===== src/rtl/gpb_pkg.sv =====
// shared constants, carriers and helpers for the gpib host bus port
package gpb_pkg;

  // register offset that reaches the data fifos
  localparam logic [4:0] FIFO_OFFSET = 5'h18;
  // one bit per offset: set where the offset lies in the legacy register space
  localparam logic [31:0] LEGACY_MAP = 32'hA8AA5555;
  // fifo-ready threshold in bytes of fill or room
  localparam logic [7:0] FIFO_READY_LEVEL = 8'h08;
  // fill or room needed for a dma request in word and in byte width
  localparam logic [7:0] DMA_WORD_BYTES = 8'h02;
  localparam logic [7:0] DMA_BYTE_BYTES = 8'h01;
  // entries of the write-data buffer
  localparam int BUF_DEPTH = 2;
  // reset value of the dma limit counter
  localparam logic [15:0] LIMIT_RESET = 16'h0000;
  // read-wait shift pattern: register data returns the cycle after the read pulse
  localparam logic [1:0] RD_WAIT_LOAD = 2'h2;
  localparam logic [1:0] RD_WAIT_TAKE = 2'h1;

  // one fifo word as seen from the gpib side, first byte leaves first
  typedef struct packed {
    logic two;
    logic [7:0] first;
    logic [7:0] second;
  } gpb_word_t;

  // the two host byte lanes
  typedef struct packed {
    logic [7:0] a;
    logic [7:0] b;
  } gpb_lanes_t;

  // every host pin that is sampled through the synchroniser
  typedef struct packed {
    logic a_sel_n;
    logic b_sel_n;
    logic cs_n;
    logic rd_n;
    logic wr_n;
    logic dack_n;
    logic pref_n;
    logic page;
    logic [4:0] addr;
    gpb_lanes_t data;
  } gpb_pins_t;

  // idle level of the pins: all strobes and selects released
  localparam gpb_pins_t PINS_IDLE = gpb_pins_t'({8'hFE, 5'h00, 16'h0000});

  typedef enum logic [2:0] {
    MODE_COMPAT_A = 3'b001,
    MODE_COMPAT_B = 3'b010,
    MODE_ONE_CHIP = 3'b100
  } gpb_mode_t;

  typedef enum logic [3:0] {
    ST_IDLE = 4'b0001,
    ST_WAIT = 4'b0010,
    ST_READ = 4'b0100,
    ST_WRITE = 4'b1000
  } gpb_state_t;

  // places two bytes on the lanes, x on lane a when a_first is set
  function automatic gpb_lanes_t lane_order(input logic [7:0] x, input logic [7:0] y, input logic a_first);
    gpb_lanes_t r;
    r = a_first ? {x, y} : {y, x};
    return r;
  endfunction

endpackage


===== src/rtl/gpb_host_port.sv =====
// host parallel bus port: lane routing, fifo packing, dma, cycle stretch
`timescale 1ns/1ns
module gpb_host_port #(
  parameter int LIMIT_W = 16
) (
  input wire logic i_clk,
  input wire logic i_resetn,
  // host pins
  input wire logic i_lane_a_select_n,
  input wire logic i_lane_b_select_n,
  input wire logic i_chip_sel_n,
  input wire logic i_read_strobe_n,
  input wire logic i_write_strobe_n,
  input wire logic i_dma_ack_n,
  input wire logic i_prefetch_read_n,
  input wire logic [4:0] i_addr,
  input wire logic [7:0] i_lane_a_data,
  input wire logic [7:0] i_lane_b_data,
  output logic [7:0] o_lane_a_data,
  output logic [7:0] o_lane_b_data,
  output logic o_lane_a_oe_n,
  output logic o_lane_b_oe_n,
  output logic o_lane_a_drive_en_n,
  output logic o_lane_b_drive_en_n,
  output logic o_cycle_stretch_flag,
  output logic o_cycle_ready,
  output logic o_dma_request,
  output logic o_host_interrupt,
  output logic o_fifo_ready,
  input wire logic i_page_in_select,
  input wire logic i_mode_strap,
  input wire logic i_swap_strap_n,
  // state toward the core
  output logic o_page_in,
  output logic o_swap_flag,
  output gpb_pkg::gpb_mode_t o_mode,
  output logic o_fifo_ready_status_bit,
  // configuration and status from the core
  input wire logic i_one_chip_mode,
  input wire logic i_lane_a_first,
  input wire logic i_word_width_select,
  input wire logic i_dir_in,
  input wire logic i_dma_limit_enable,
  input wire logic i_limit_by_time_or_count,
  input wire logic [LIMIT_W-1:0] i_limit_value,
  input wire logic [7:0] i_interrupt_status_three,
  input wire logic [7:0] i_interrupt_enable_three,
  input wire logic i_internal_busy,
  input wire logic [7:0] i_rx_bytes,
  input wire logic [7:0] i_tx_room,
  // receive fifo head
  input wire gpb_pkg::gpb_word_t i_rx_word,
  output logic o_rx_pop,
  // transmit words
  output gpb_pkg::gpb_word_t o_tx_word,
  output logic o_tx_valid,
  input wire logic i_tx_ready,
  // register access toward the core
  output logic [4:0] o_reg_addr,
  output logic [7:0] o_reg_wdata,
  output logic o_reg_wr,
  output logic o_reg_rd,
  output logic o_reg_legacy,
  input wire logic [7:0] i_reg_rdata
);

  if (LIMIT_W < 1 || LIMIT_W > 32)
  begin : g_bad_limit
    $error("gpb_host_port limit width must be 1 to 32");
  end

  gpb_pkg::gpb_pins_t pin_meta;
  gpb_pkg::gpb_pins_t p;
  logic [1:0] strap_meta;
  logic [1:0] strap_sync;
  logic in_reset;
  gpb_pkg::gpb_mode_t strap_mode;
  gpb_pkg::gpb_state_t state;
  logic acc_dma;
  logic acc_io;
  logic sel_a;
  logic sel_b;
  logic dec_two;
  logic dec_fifo;
  logic dec_ok;
  logic dec_legacy;
  logic start;
  logic a_dma;
  logic a_two;
  logic a_on_a;
  logic a_fifo;
  logic a_read;
  logic a_legacy;
  logic [4:0] a_addr;
  logic [1:0] rd_wait;
  gpb_pkg::gpb_lanes_t wr_hold;
  gpb_pkg::gpb_lanes_t rx_lanes;
  logic can_go;
  logic buf_in_valid;
  logic buf_in_ready;
  gpb_pkg::gpb_word_t buf_in_word;
  logic dma_xfer;
  logic [LIMIT_W-1:0] lim_cnt;
  logic dma_cond;
  logic [7:0] dma_need;
  logic drive_a_n;
  logic drive_b_n;

  // two-stage synchroniser for all host pins
  always_ff @(posedge i_clk or negedge i_resetn)
  begin
    if (!i_resetn)
    begin
      pin_meta <= gpb_pkg::PINS_IDLE;
      p <= gpb_pkg::PINS_IDLE;
    end
    else
    begin
      pin_meta <= {i_lane_a_select_n, i_lane_b_select_n, i_chip_sel_n, i_read_strobe_n, i_write_strobe_n,
        i_dma_ack_n, i_prefetch_read_n, i_page_in_select, i_addr, i_lane_a_data, i_lane_b_data};
      p <= pin_meta;
    end
  end

  // strap synchroniser runs through reset so the straps are seen while it is held
  always_ff @(posedge i_clk)
  begin
    strap_meta <= {i_mode_strap, i_swap_strap_n};
    strap_sync <= strap_meta;
  end

  // marks the reset period; clears on the first edge after release
  always_ff @(posedge i_clk or negedge i_resetn)
  begin
    if (!i_resetn)
    begin
      in_reset <= 1'b1;
    end
    else
    begin
      in_reset <= 1'b0;
    end
  end

  // strap capture while reset is held
  always_ff @(posedge i_clk)
  begin
    if (in_reset)
    begin
      strap_mode <= strap_sync[1] ? gpb_pkg::MODE_COMPAT_A : gpb_pkg::MODE_COMPAT_B;
      o_swap_flag <= !strap_sync[0];
    end
  end

  // mode and page-in state seen by the core
  always_ff @(posedge i_clk or negedge i_resetn)
  begin
    if (!i_resetn)
    begin
      o_mode <= gpb_pkg::MODE_COMPAT_A;
      o_page_in <= 1'b0;
    end
    else
    begin
      o_mode <= (i_one_chip_mode && !in_reset) ? gpb_pkg::MODE_ONE_CHIP : strap_mode;
      o_page_in <= p.page && (o_mode != gpb_pkg::MODE_COMPAT_B);
    end
  end

  // access decode from the synchronised pins
  assign acc_dma = !p.dack_n;
  assign acc_io = p.dack_n && !p.cs_n;
  assign sel_a = !p.a_sel_n;
  assign sel_b = !p.b_sel_n;
  assign dec_two = sel_a && sel_b;
  assign dec_fifo = acc_dma || (p.addr == gpb_pkg::FIFO_OFFSET);
  assign dec_ok = acc_dma ? sel_b : (acc_io && (sel_a || sel_b) && (!dec_two || dec_fifo));
  assign dec_legacy = acc_io && (o_mode != gpb_pkg::MODE_ONE_CHIP) && gpb_pkg::LEGACY_MAP[p.addr];
  assign start = p.rd_n ^ p.wr_n;
  assign rx_lanes = gpb_pkg::lane_order(i_rx_word.first, i_rx_word.second, i_lane_a_first);
  assign can_go = !(a_legacy && i_internal_busy) && !(a_fifo && !a_read && !buf_in_ready);

  // access sequencer
  always_ff @(posedge i_clk or negedge i_resetn)
  begin
    if (!i_resetn)
    begin
      state <= gpb_pkg::ST_IDLE;
      a_dma <= 1'b0;
      a_two <= 1'b0;
      a_on_a <= 1'b0;
      a_fifo <= 1'b0;
      a_read <= 1'b0;
      a_legacy <= 1'b0;
      a_addr <= 5'h00;
    end
    else
    begin
      unique case (state)
        gpb_pkg::ST_IDLE:
        begin
          if (start && dec_ok)
          begin
            state <= gpb_pkg::ST_WAIT;
            a_dma <= acc_dma;
            a_two <= dec_two;
            a_on_a <= sel_a && !sel_b;
            a_fifo <= dec_fifo;
            a_read <= !p.rd_n;
            a_legacy <= dec_legacy;
            a_addr <= p.addr;
          end
        end
        gpb_pkg::ST_WAIT:
        begin
          if (p.rd_n && p.wr_n)
          begin
            state <= gpb_pkg::ST_IDLE;
          end
          else if (can_go)
          begin
            state <= a_read ? gpb_pkg::ST_READ : gpb_pkg::ST_WRITE;
          end
        end
        gpb_pkg::ST_READ:
        begin
          if (p.rd_n)
          begin
            state <= gpb_pkg::ST_IDLE;
          end
        end
        gpb_pkg::ST_WRITE:
        begin
          if (p.wr_n)
          begin
            state <= gpb_pkg::ST_IDLE;
          end
        end
      endcase
    end
  end

  // stretch flag and ready toward the host
  always_ff @(posedge i_clk or negedge i_resetn)
  begin
    if (!i_resetn)
    begin
      o_cycle_stretch_flag <= 1'b0;
      o_cycle_ready <= 1'b0;
    end
    else
    begin
      if (state == gpb_pkg::ST_IDLE)
      begin
        o_cycle_stretch_flag <= start && dec_ok && dec_legacy && !acc_dma;
      end
      else if ((state == gpb_pkg::ST_READ && p.rd_n) || (state == gpb_pkg::ST_WRITE && p.wr_n))
      begin
        o_cycle_stretch_flag <= 1'b0;
      end
      // ready on every access once written data can be taken or read data is driven
      o_cycle_ready <= ((state == gpb_pkg::ST_WRITE) && !p.wr_n)
        || ((state == gpb_pkg::ST_READ) && !p.rd_n && (rd_wait == 2'h0));
    end
  end

  // register strobes and read-data wait toward the core
  always_ff @(posedge i_clk or negedge i_resetn)
  begin
    if (!i_resetn)
    begin
      o_reg_rd <= 1'b0;
      o_reg_wr <= 1'b0;
      o_reg_addr <= 5'h00;
      o_reg_wdata <= 8'h00;
      o_reg_legacy <= 1'b0;
      rd_wait <= 2'h0;
    end
    else
    begin
      o_reg_rd <= (state == gpb_pkg::ST_WAIT) && can_go && a_read && !a_fifo && !p.rd_n;
      o_reg_wr <= (state == gpb_pkg::ST_WRITE) && p.wr_n && !a_fifo;
      if (state == gpb_pkg::ST_WAIT)
      begin
        o_reg_addr <= a_addr;
        o_reg_legacy <= a_legacy;
      end
      if ((state == gpb_pkg::ST_WRITE) && p.wr_n)
      begin
        o_reg_wdata <= a_on_a ? wr_hold.a : wr_hold.b;
      end
      if ((state == gpb_pkg::ST_WAIT) && can_go && a_read)
      begin
        rd_wait <= a_fifo ? 2'h0 : gpb_pkg::RD_WAIT_LOAD;
      end
      else
      begin
        rd_wait <= rd_wait >> 1;
      end
    end
  end

  // write data held while the strobe is low, so the value before its rise is used
  always_ff @(posedge i_clk or negedge i_resetn)
  begin
    if (!i_resetn)
    begin
      wr_hold <= '0;
    end
    else if ((state == gpb_pkg::ST_WRITE) && !p.wr_n)
    begin
      wr_hold <= p.data;
    end
  end

  // fifo write words into the buffer at the write strobe rise
  always_ff @(posedge i_clk or negedge i_resetn)
  begin
    if (!i_resetn)
    begin
      buf_in_valid <= 1'b0;
      buf_in_word <= '0;
    end
    else
    begin
      buf_in_valid <= (state == gpb_pkg::ST_WRITE) && p.wr_n && a_fifo;
      if ((state == gpb_pkg::ST_WRITE) && p.wr_n)
      begin
        if (a_two)
        begin
          buf_in_word <= {1'b1, gpb_pkg::lane_order(wr_hold.a, wr_hold.b, i_lane_a_first)};
        end
        else
        begin
          buf_in_word <= {1'b0, (a_on_a ? wr_hold.a : wr_hold.b), 8'h00};
        end
      end
    end
  end

  // write-word buffer; when full the next fifo write waits with ready low
  gpb_pair_buf #(
    .WIDTH($bits(gpb_pkg::gpb_word_t)),
    .DEPTH(gpb_pkg::BUF_DEPTH)
  ) u_tx_buf (
    .i_clk(i_clk),
    .i_resetn(i_resetn),
    .i_valid(buf_in_valid),
    .o_ready(buf_in_ready),
    .i_data(buf_in_word),
    .o_valid(o_tx_valid),
    .i_ready(i_tx_ready),
    .o_data(o_tx_word)
  );

  // lane drivers for reads and prefetch
  always_ff @(posedge i_clk or negedge i_resetn)
  begin
    if (!i_resetn)
    begin
      drive_a_n <= 1'b1;
      drive_b_n <= 1'b1;
      o_lane_a_data <= 8'h00;
      o_lane_b_data <= 8'h00;
    end
    else if ((state == gpb_pkg::ST_READ) && !p.rd_n)
    begin
      if (a_fifo && a_two)
      begin
        o_lane_a_data <= rx_lanes.a;
        o_lane_b_data <= rx_lanes.b;
        drive_a_n <= 1'b0;
        drive_b_n <= 1'b0;
      end
      else if (a_fifo)
      begin
        o_lane_a_data <= i_rx_word.first;
        o_lane_b_data <= i_rx_word.first;
        drive_a_n <= !a_on_a;
        drive_b_n <= a_on_a;
      end
      else if (rd_wait == gpb_pkg::RD_WAIT_TAKE)
      begin
        o_lane_a_data <= i_reg_rdata;
        o_lane_b_data <= i_reg_rdata;
        drive_a_n <= !a_on_a;
        drive_b_n <= a_on_a;
      end
    end
    else if ((state == gpb_pkg::ST_IDLE) && !p.pref_n && p.rd_n && p.wr_n)
    begin
      o_lane_a_data <= rx_lanes.a;
      o_lane_b_data <= rx_lanes.b;
      drive_a_n <= 1'b0;
      drive_b_n <= 1'b0;
    end
    else
    begin
      drive_a_n <= 1'b1;
      drive_b_n <= 1'b1;
    end
  end

  assign o_lane_a_oe_n = drive_a_n;
  assign o_lane_b_oe_n = drive_b_n;
  assign o_lane_a_drive_en_n = drive_a_n;
  assign o_lane_b_drive_en_n = drive_b_n;

  // fifo pop at the end of a read, dma transfer count at the end of a read or write; prefetch never pops
  always_ff @(posedge i_clk or negedge i_resetn)
  begin
    if (!i_resetn)
    begin
      o_rx_pop <= 1'b0;
      dma_xfer <= 1'b0;
    end
    else
    begin
      o_rx_pop <= (state == gpb_pkg::ST_READ) && p.rd_n && a_fifo;
      dma_xfer <= a_dma && (((state == gpb_pkg::ST_READ) && p.rd_n) || ((state == gpb_pkg::ST_WRITE) && p.wr_n));
    end
  end

  // dma request condition from fill or room
  assign dma_need = i_word_width_select ? gpb_pkg::DMA_WORD_BYTES : gpb_pkg::DMA_BYTE_BYTES;
  assign dma_cond = i_dir_in ? (i_rx_bytes >= dma_need) : (i_tx_room >= dma_need);

  // limit counter: cycles of request or transfers made
  always_ff @(posedge i_clk or negedge i_resetn)
  begin
    if (!i_resetn)
    begin
      lim_cnt <= LIMIT_W'(gpb_pkg::LIMIT_RESET);
    end
    else if (!dma_cond || !i_dma_limit_enable)
    begin
      lim_cnt <= LIMIT_W'(gpb_pkg::LIMIT_RESET);
    end
    else if (lim_cnt != i_limit_value)
    begin
      if (i_limit_by_time_or_count ? o_dma_request : dma_xfer)
      begin
        lim_cnt <= lim_cnt + 1'b1;
      end
    end
  end

  // dma request, fifo-ready and interrupt outputs
  always_ff @(posedge i_clk or negedge i_resetn)
  begin
    if (!i_resetn)
    begin
      o_dma_request <= 1'b0;
      o_fifo_ready <= 1'b0;
      o_fifo_ready_status_bit <= 1'b0;
      o_host_interrupt <= 1'b0;
    end
    else
    begin
      o_dma_request <= dma_cond && !(i_dma_limit_enable && (lim_cnt == i_limit_value));
      o_fifo_ready <= i_dir_in ? (i_rx_bytes >= gpb_pkg::FIFO_READY_LEVEL)
        : (i_tx_room >= gpb_pkg::FIFO_READY_LEVEL);
      o_fifo_ready_status_bit <= (o_mode == gpb_pkg::MODE_ONE_CHIP) && (i_dir_in
        ? (i_rx_bytes >= gpb_pkg::FIFO_READY_LEVEL) : (i_tx_room >= gpb_pkg::FIFO_READY_LEVEL));
      o_host_interrupt <= |(i_interrupt_status_three & i_interrupt_enable_three);
    end
  end

endmodule


===== src/rtl/gpb_pair_buf.sv =====
// small valid/ready buffer for host write words
`timescale 1ns/1ns
module gpb_pair_buf #(
  parameter int WIDTH = 17,
  parameter int DEPTH = 2
) (
  input wire logic i_clk,
  input wire logic i_resetn,
  input wire logic i_valid,
  output logic o_ready,
  input wire logic [WIDTH-1:0] i_data,
  output logic o_valid,
  input wire logic i_ready,
  output logic [WIDTH-1:0] o_data
);

  localparam int PW = (DEPTH > 1) ? $clog2(DEPTH) : 1;

  // pointers wrap by power of two only
  if ((DEPTH < 2) || ((DEPTH & (DEPTH - 1)) != 0))
  begin : g_bad_depth
    $error("gpb_pair_buf depth must be a power of two of at least two");
  end

  logic [WIDTH-1:0] mem [DEPTH];
  logic [PW-1:0] wr_ptr;
  logic [PW-1:0] rd_ptr;
  logic [PW:0] count;
  logic push;
  logic pop;

  // handshakes on both sides
  assign push = i_valid && o_ready;
  assign pop = o_valid && i_ready;
  assign o_ready = (count != (PW+1)'(DEPTH));
  assign o_valid = (count != '0);
  assign o_data = mem[rd_ptr];

  // storage
  always_ff @(posedge i_clk)
  begin
    if (push)
    begin
      mem[wr_ptr] <= i_data;
    end
  end

  // pointers and fill level
  always_ff @(posedge i_clk or negedge i_resetn)
  begin
    if (!i_resetn)
    begin
      wr_ptr <= '0;
      rd_ptr <= '0;
      count <= '0;
    end
    else
    begin
      if (push)
      begin
        wr_ptr <= wr_ptr + 1'b1;
      end
      if (pop)
      begin
        rd_ptr <= rd_ptr + 1'b1;
      end
      if (push && !pop)
      begin
        count <= count + 1'b1;
      end
      else if (pop && !push)
      begin
        count <= count - 1'b1;
      end
    end
  end

endmodule


===== config.mk =====
export PLATFORM = sky130hd
export DESIGN_NAME = gpb_host_port
export DESIGN_NICKNAME = d
export VERILOG_FILES = /design/src/rtl/gpb_pkg.sv /design/src/rtl/gpb_host_port.sv /design/src/rtl/gpb_pair_buf.sv
export SDC_FILE = /design/constraint.sdc
export NUM_CORES = 1
export LEC_CHECK = 0
export BUFFER_PORTS_ARGS = -buffer_cell sky130_fd_sc_hd__buf_4
export CAP_MARGIN = 5
export CORE_MARGIN = 2
export CORE_UTILIZATION = 55
export DETAILED_ROUTE_END_ITERATION = 12
export GPL_ROUTABILITY_DRIVEN = 1
export PLACE_DENSITY = 0.8
export SLEW_MARGIN = 20
export SYNTH_ARGS = -nofsm -noshare
export SYNTH_HDL_FRONTEND = slang
export SYNTH_SLANG_ARGS = --single-unit

===== constraint.sdc =====
create_clock -name i_clk -period 3.4 [get_ports i_clk]
set_input_delay 0.51 -clock i_clk [delete_from_list [all_inputs] [get_ports i_clk]]
set_output_delay 0.51 -clock i_clk [all_outputs]
set_load 0.02 [all_outputs]

==> out/qor.csv <==
stage;metric;value;unit
outcome;outcome;completed;
timing;finalClockSkew;12.3;ps
route;routed_via_density;5.41;
synth;synthCells;673;
floorplanning;die_w;130;um
global_route;grt_use_met2;36.3;%
clocking;cts_sinks;217;
timing;min_period;2410;ps
synth;syn_area;8750;um^2
timing;setup_tns;0;ps
global_route;grt.met1_usage;30.2;%
route;drt-total-wl;18600;um
timing;hold_viol_final;0;
clocking;tritoncts;yes;
global_route;top_usage_layer;met2;
synth;synth_warnings;0;
setup_path;crit_chain;mux2_2, buf_4;
clocking;clk_pin_slew;60;ps
global_route;track_usage;22.1;%
place;numPortBuffers;178;
timing;worstMarginPinSlew;977;ps
cells_and_area;syn_to_final_growth;25.7;%
pwr;power_density;741;nW/um^2
pwr;p_clk_share;29.6;%
timing;setup_viol_count_final;0;
hold_path;hold_end;pin_meta[19];
synth;netlist-cell-type-count;62;
floorplanning;coreArea;15700;um^2
synth;synth_flop_cell;dfrtp_1;
floorplanning;die_area;16900;um^2
global_route;grt_pass1_vias;5968;
clocking;ctsResizeCount;0;
setup_path;cp-end-kind;primary output;
setup_path;r2r_cells;5;
synth;ys_seq_area_share;64.2;%
route;drc;0;
route;drt_iter0_markers;469;
global_route;grt_pass1_wl;29600;um
setup_path;cp.arrival;1900;ps
flow_run;maxCapViolCount;0;
synth;synth_edf_count;37;
synth;avgSynthCellArea;13.0;um^2
setup_path;cp_max_fo;18;
setup_path;cp.depth;2;
cells_and_area;n_fill_cell;1134;
pwr;peakVddDrop;0.000529;V
global_route;gr-usage-met3;3.65;%
setup_path;path_class;flip-flop to primary output;
pwr;p_leak;4.95;nW
cells_and_area;drive_above_1_share;35.8;%
setup_path;r2r_slack;1010;ps
setup_path;crit_family;flip-flops;
pwr;seq_power_share;45.5;%
floorplanning;dieHeight;130;um
hold_path;hold_depth;1;
floorplanning;num_rows;46;
timing;maxSlewHeadroom;33.0;%
setup_path;critPathBufInv;1;
synth;async_reset_ff_share;81.1;%
clocking;htree_levels;1;
timing;rsz0062_at_grt;false;
synth;syn-num-nets;794;
timing;setup_ws;993;ps
hold_path;hp-class;primary input to flip-flop;
synth;yosys_register_bits;217;
timing;period_share;70.8;%
pwr;pwr-share-comb;24.9;%
timing;slew_viol_final;0;
setup_path;timing.rr.end;o_lane_a_data[3];
clocking;clock_latency;500;ps
hold_path;min-delay-start;i_addr[3];
global_route;grt_max_degree;62;
setup_path;cp-start-kind;flip-flop;
timing;fmaxAchievable;415;MHz
global_route;overflow;0;
global_route;grt_antenna_before_repair;0;
clocking;post_cts_buffers;0;
cells_and_area;antennaDiodeCount;0;
setup_path;critPathRequiredTime;2890;ps
clocking;clock_path_buffers;3;
route;wl_per_cell;17.1;um
route;vias;5897;
setup_path;cp_slowest_stage_delay;810;ps
clocking;numCtsBuffers;22;
setup_path;crit_slowest_cell;dfrtp_1;
route;first_pass_iters;5;
setup_path;timing.rr.start;state[1];
floorplanning;initial_core_util;55.7;%
route;drt.antenna.violating_nets;0;
pwr;switchingPower;2.49;mW
place;preCtsSetupSlack;769;ps
cells_and_area;finalNetCount;979;
pwr;switching_share;30.5;%
floorplanning;ios;180;
pwr;p_int;5.66;mW
clocking;cts_root_buffer;clkbuf_16;
place;routabilityCongestion;0.916;
place;hpwl;13300;um
[worst max path at each step]
stage                                   start                to  slack, ps
after floorplan               u_tx_buf.rd_ptr     o_tx_word[10]       1480
after global placement    i_word_width_select        lim_cnt[4]        860
after detailed placement  i_word_width_select       lim_cnt[10]        770
after CTS                     u_tx_buf.rd_ptr     o_tx_word[11]        970
after global routing                 state[1]  o_lane_a_data[0]        840
final                         u_tx_buf.rd_ptr      o_tx_word[7]        990
[placed cells by master, fill, tap and decap left out, types with 20 or more instances in the layout]
master       n
buf_4      183
dfrtp_1    157
nand2_1     75
mux2_2      46
nor2_1      42
edfxtp_1    37
o21ai_0     25
mux2i_1     25
clkbuf_16   23
o31ai_1     20
[logic make-up after synthesis]
family                   after synthesis  share of synthesized area [%]
adder cells (fa/ha/maj)                7                           1.00
multiplexers                          72                           8.94
flip-flops                           217                           64.2
other                                  1                         0.0429
buffers and inverters                 42                           2.63
AND/OR/NAND/NOR                      189                           11.2
XOR/XNOR                              21                           2.10
AO/OA/AOI/OAI                        124                           9.90
[per-stage QoR]
stage / cell area [um^2] / hold WS, ps / power [mW] / util [%] / instances
floorplan: 8750 / 214 / 4.91 / - / 673
global placement: 10300 / 311 / 5.66 / 65.3 / 1049
detailed placement: 10300 / 318 / 5.78 / 65.3 / 1049
CTS: 11000 / 104 / 8.21 / 70.0 / 1090
global route: 11000 / 94.7 / 8.56 / 70.0 / 1090
finish: 11000 / 112 / 8.15 / 70.0 / 1090
[cell usage after synthesis (all sizes together), types with 2 or more instances]
cell / instances / area, um^2
a21boi: 3 / 22.5
a21o: 3 / 22.5
a21oi: 17 / 96.4
a22oi: 4 / 30.0
a31oi: 3 / 18.8
and2: 3 / 18.8
and3: 8 / 50.1
buf: 13 / 121
clkbuf: 12 / 45.0
dfrtp: 157 / 3930
dfstp: 19 / 499
dfxtp: 4 / 80.1
edfxtp: 37 / 1110
ha: 7 / 87.6
inv: 16 / 60.1
mux2: 46 / 518
mux2i: 26 / 264
nand2: 75 / 282
nand2b: 7 / 43.8
nand3: 10 / 50.1
nand4: 7 / 62.6
nor2: 43 / 164
nor2b: 4 / 25.0
nor3: 3 / 26.3
nor4: 4 / 40.0
o2111ai: 3 / 26.3
o211ai: 3 / 22.5
o21ai: 33 / 165
o22ai: 17 / 106
o31ai: 32 / 300
or2: 2 / 12.5
or3: 5 / 33.8
or4: 12 / 90.1
xnor2: 19 / 166
xor2: 2 / 17.5
[timing repair]
action	in CTS	in global routing
setup endpoints to repair	0	0
hold buffers	1	0
endpoints found under the hold margin	51	0
[sequential cells by signal, summed over array words and instances, names as in the netlist, 2 cells and up]
name	count
u_tx_buf.mem	34
p	29
pin_meta	29
buf_in_word	17
lim_cnt	16
wr_hold	16
o_lane_a_data	8
o_lane_b_data	8
o_reg_wdata	8
a_addr	5
o_reg_addr	5
state	4
o_mode	3
rd_wait	2
strap_meta	2
strap_mode	2
strap_sync	2
u_tx_buf.count	2
[layout make-up]
cell class	instances	area, um^2	share of cell area [%]
inverter	17	63.8	0.580
timing repair buffer	186	1420	12.9
multi-input combinational	414	2900	26.4
tap	216	270	2.46
sequential	217	5620	51.1
clock buffer	33	643	5.85
clock inverter	7	88.8	0.808
[per-layer routing]
layer	up-vias	part of all wire (%)
met4	0	3.0
met3	45	5.5
li1	2792	-
met5	-	0
met2	198	50
met1	2862	42
[power groups by stage]
stage | clock, mW | combinational [mW] | sequential, mW
after floorplan | 0 | 1.15 | 3.76
after global placement | 0 | 1.95 | 3.71
after detailed placement | 0 | 2.02 | 3.75
after CTS | 2.45 | 2.05 | 3.71
after global routing | 2.57 | 2.20 | 3.79
final | 2.41 | 2.03 | 3.71
No activity file was read; power rests on OpenSTA's default activity.
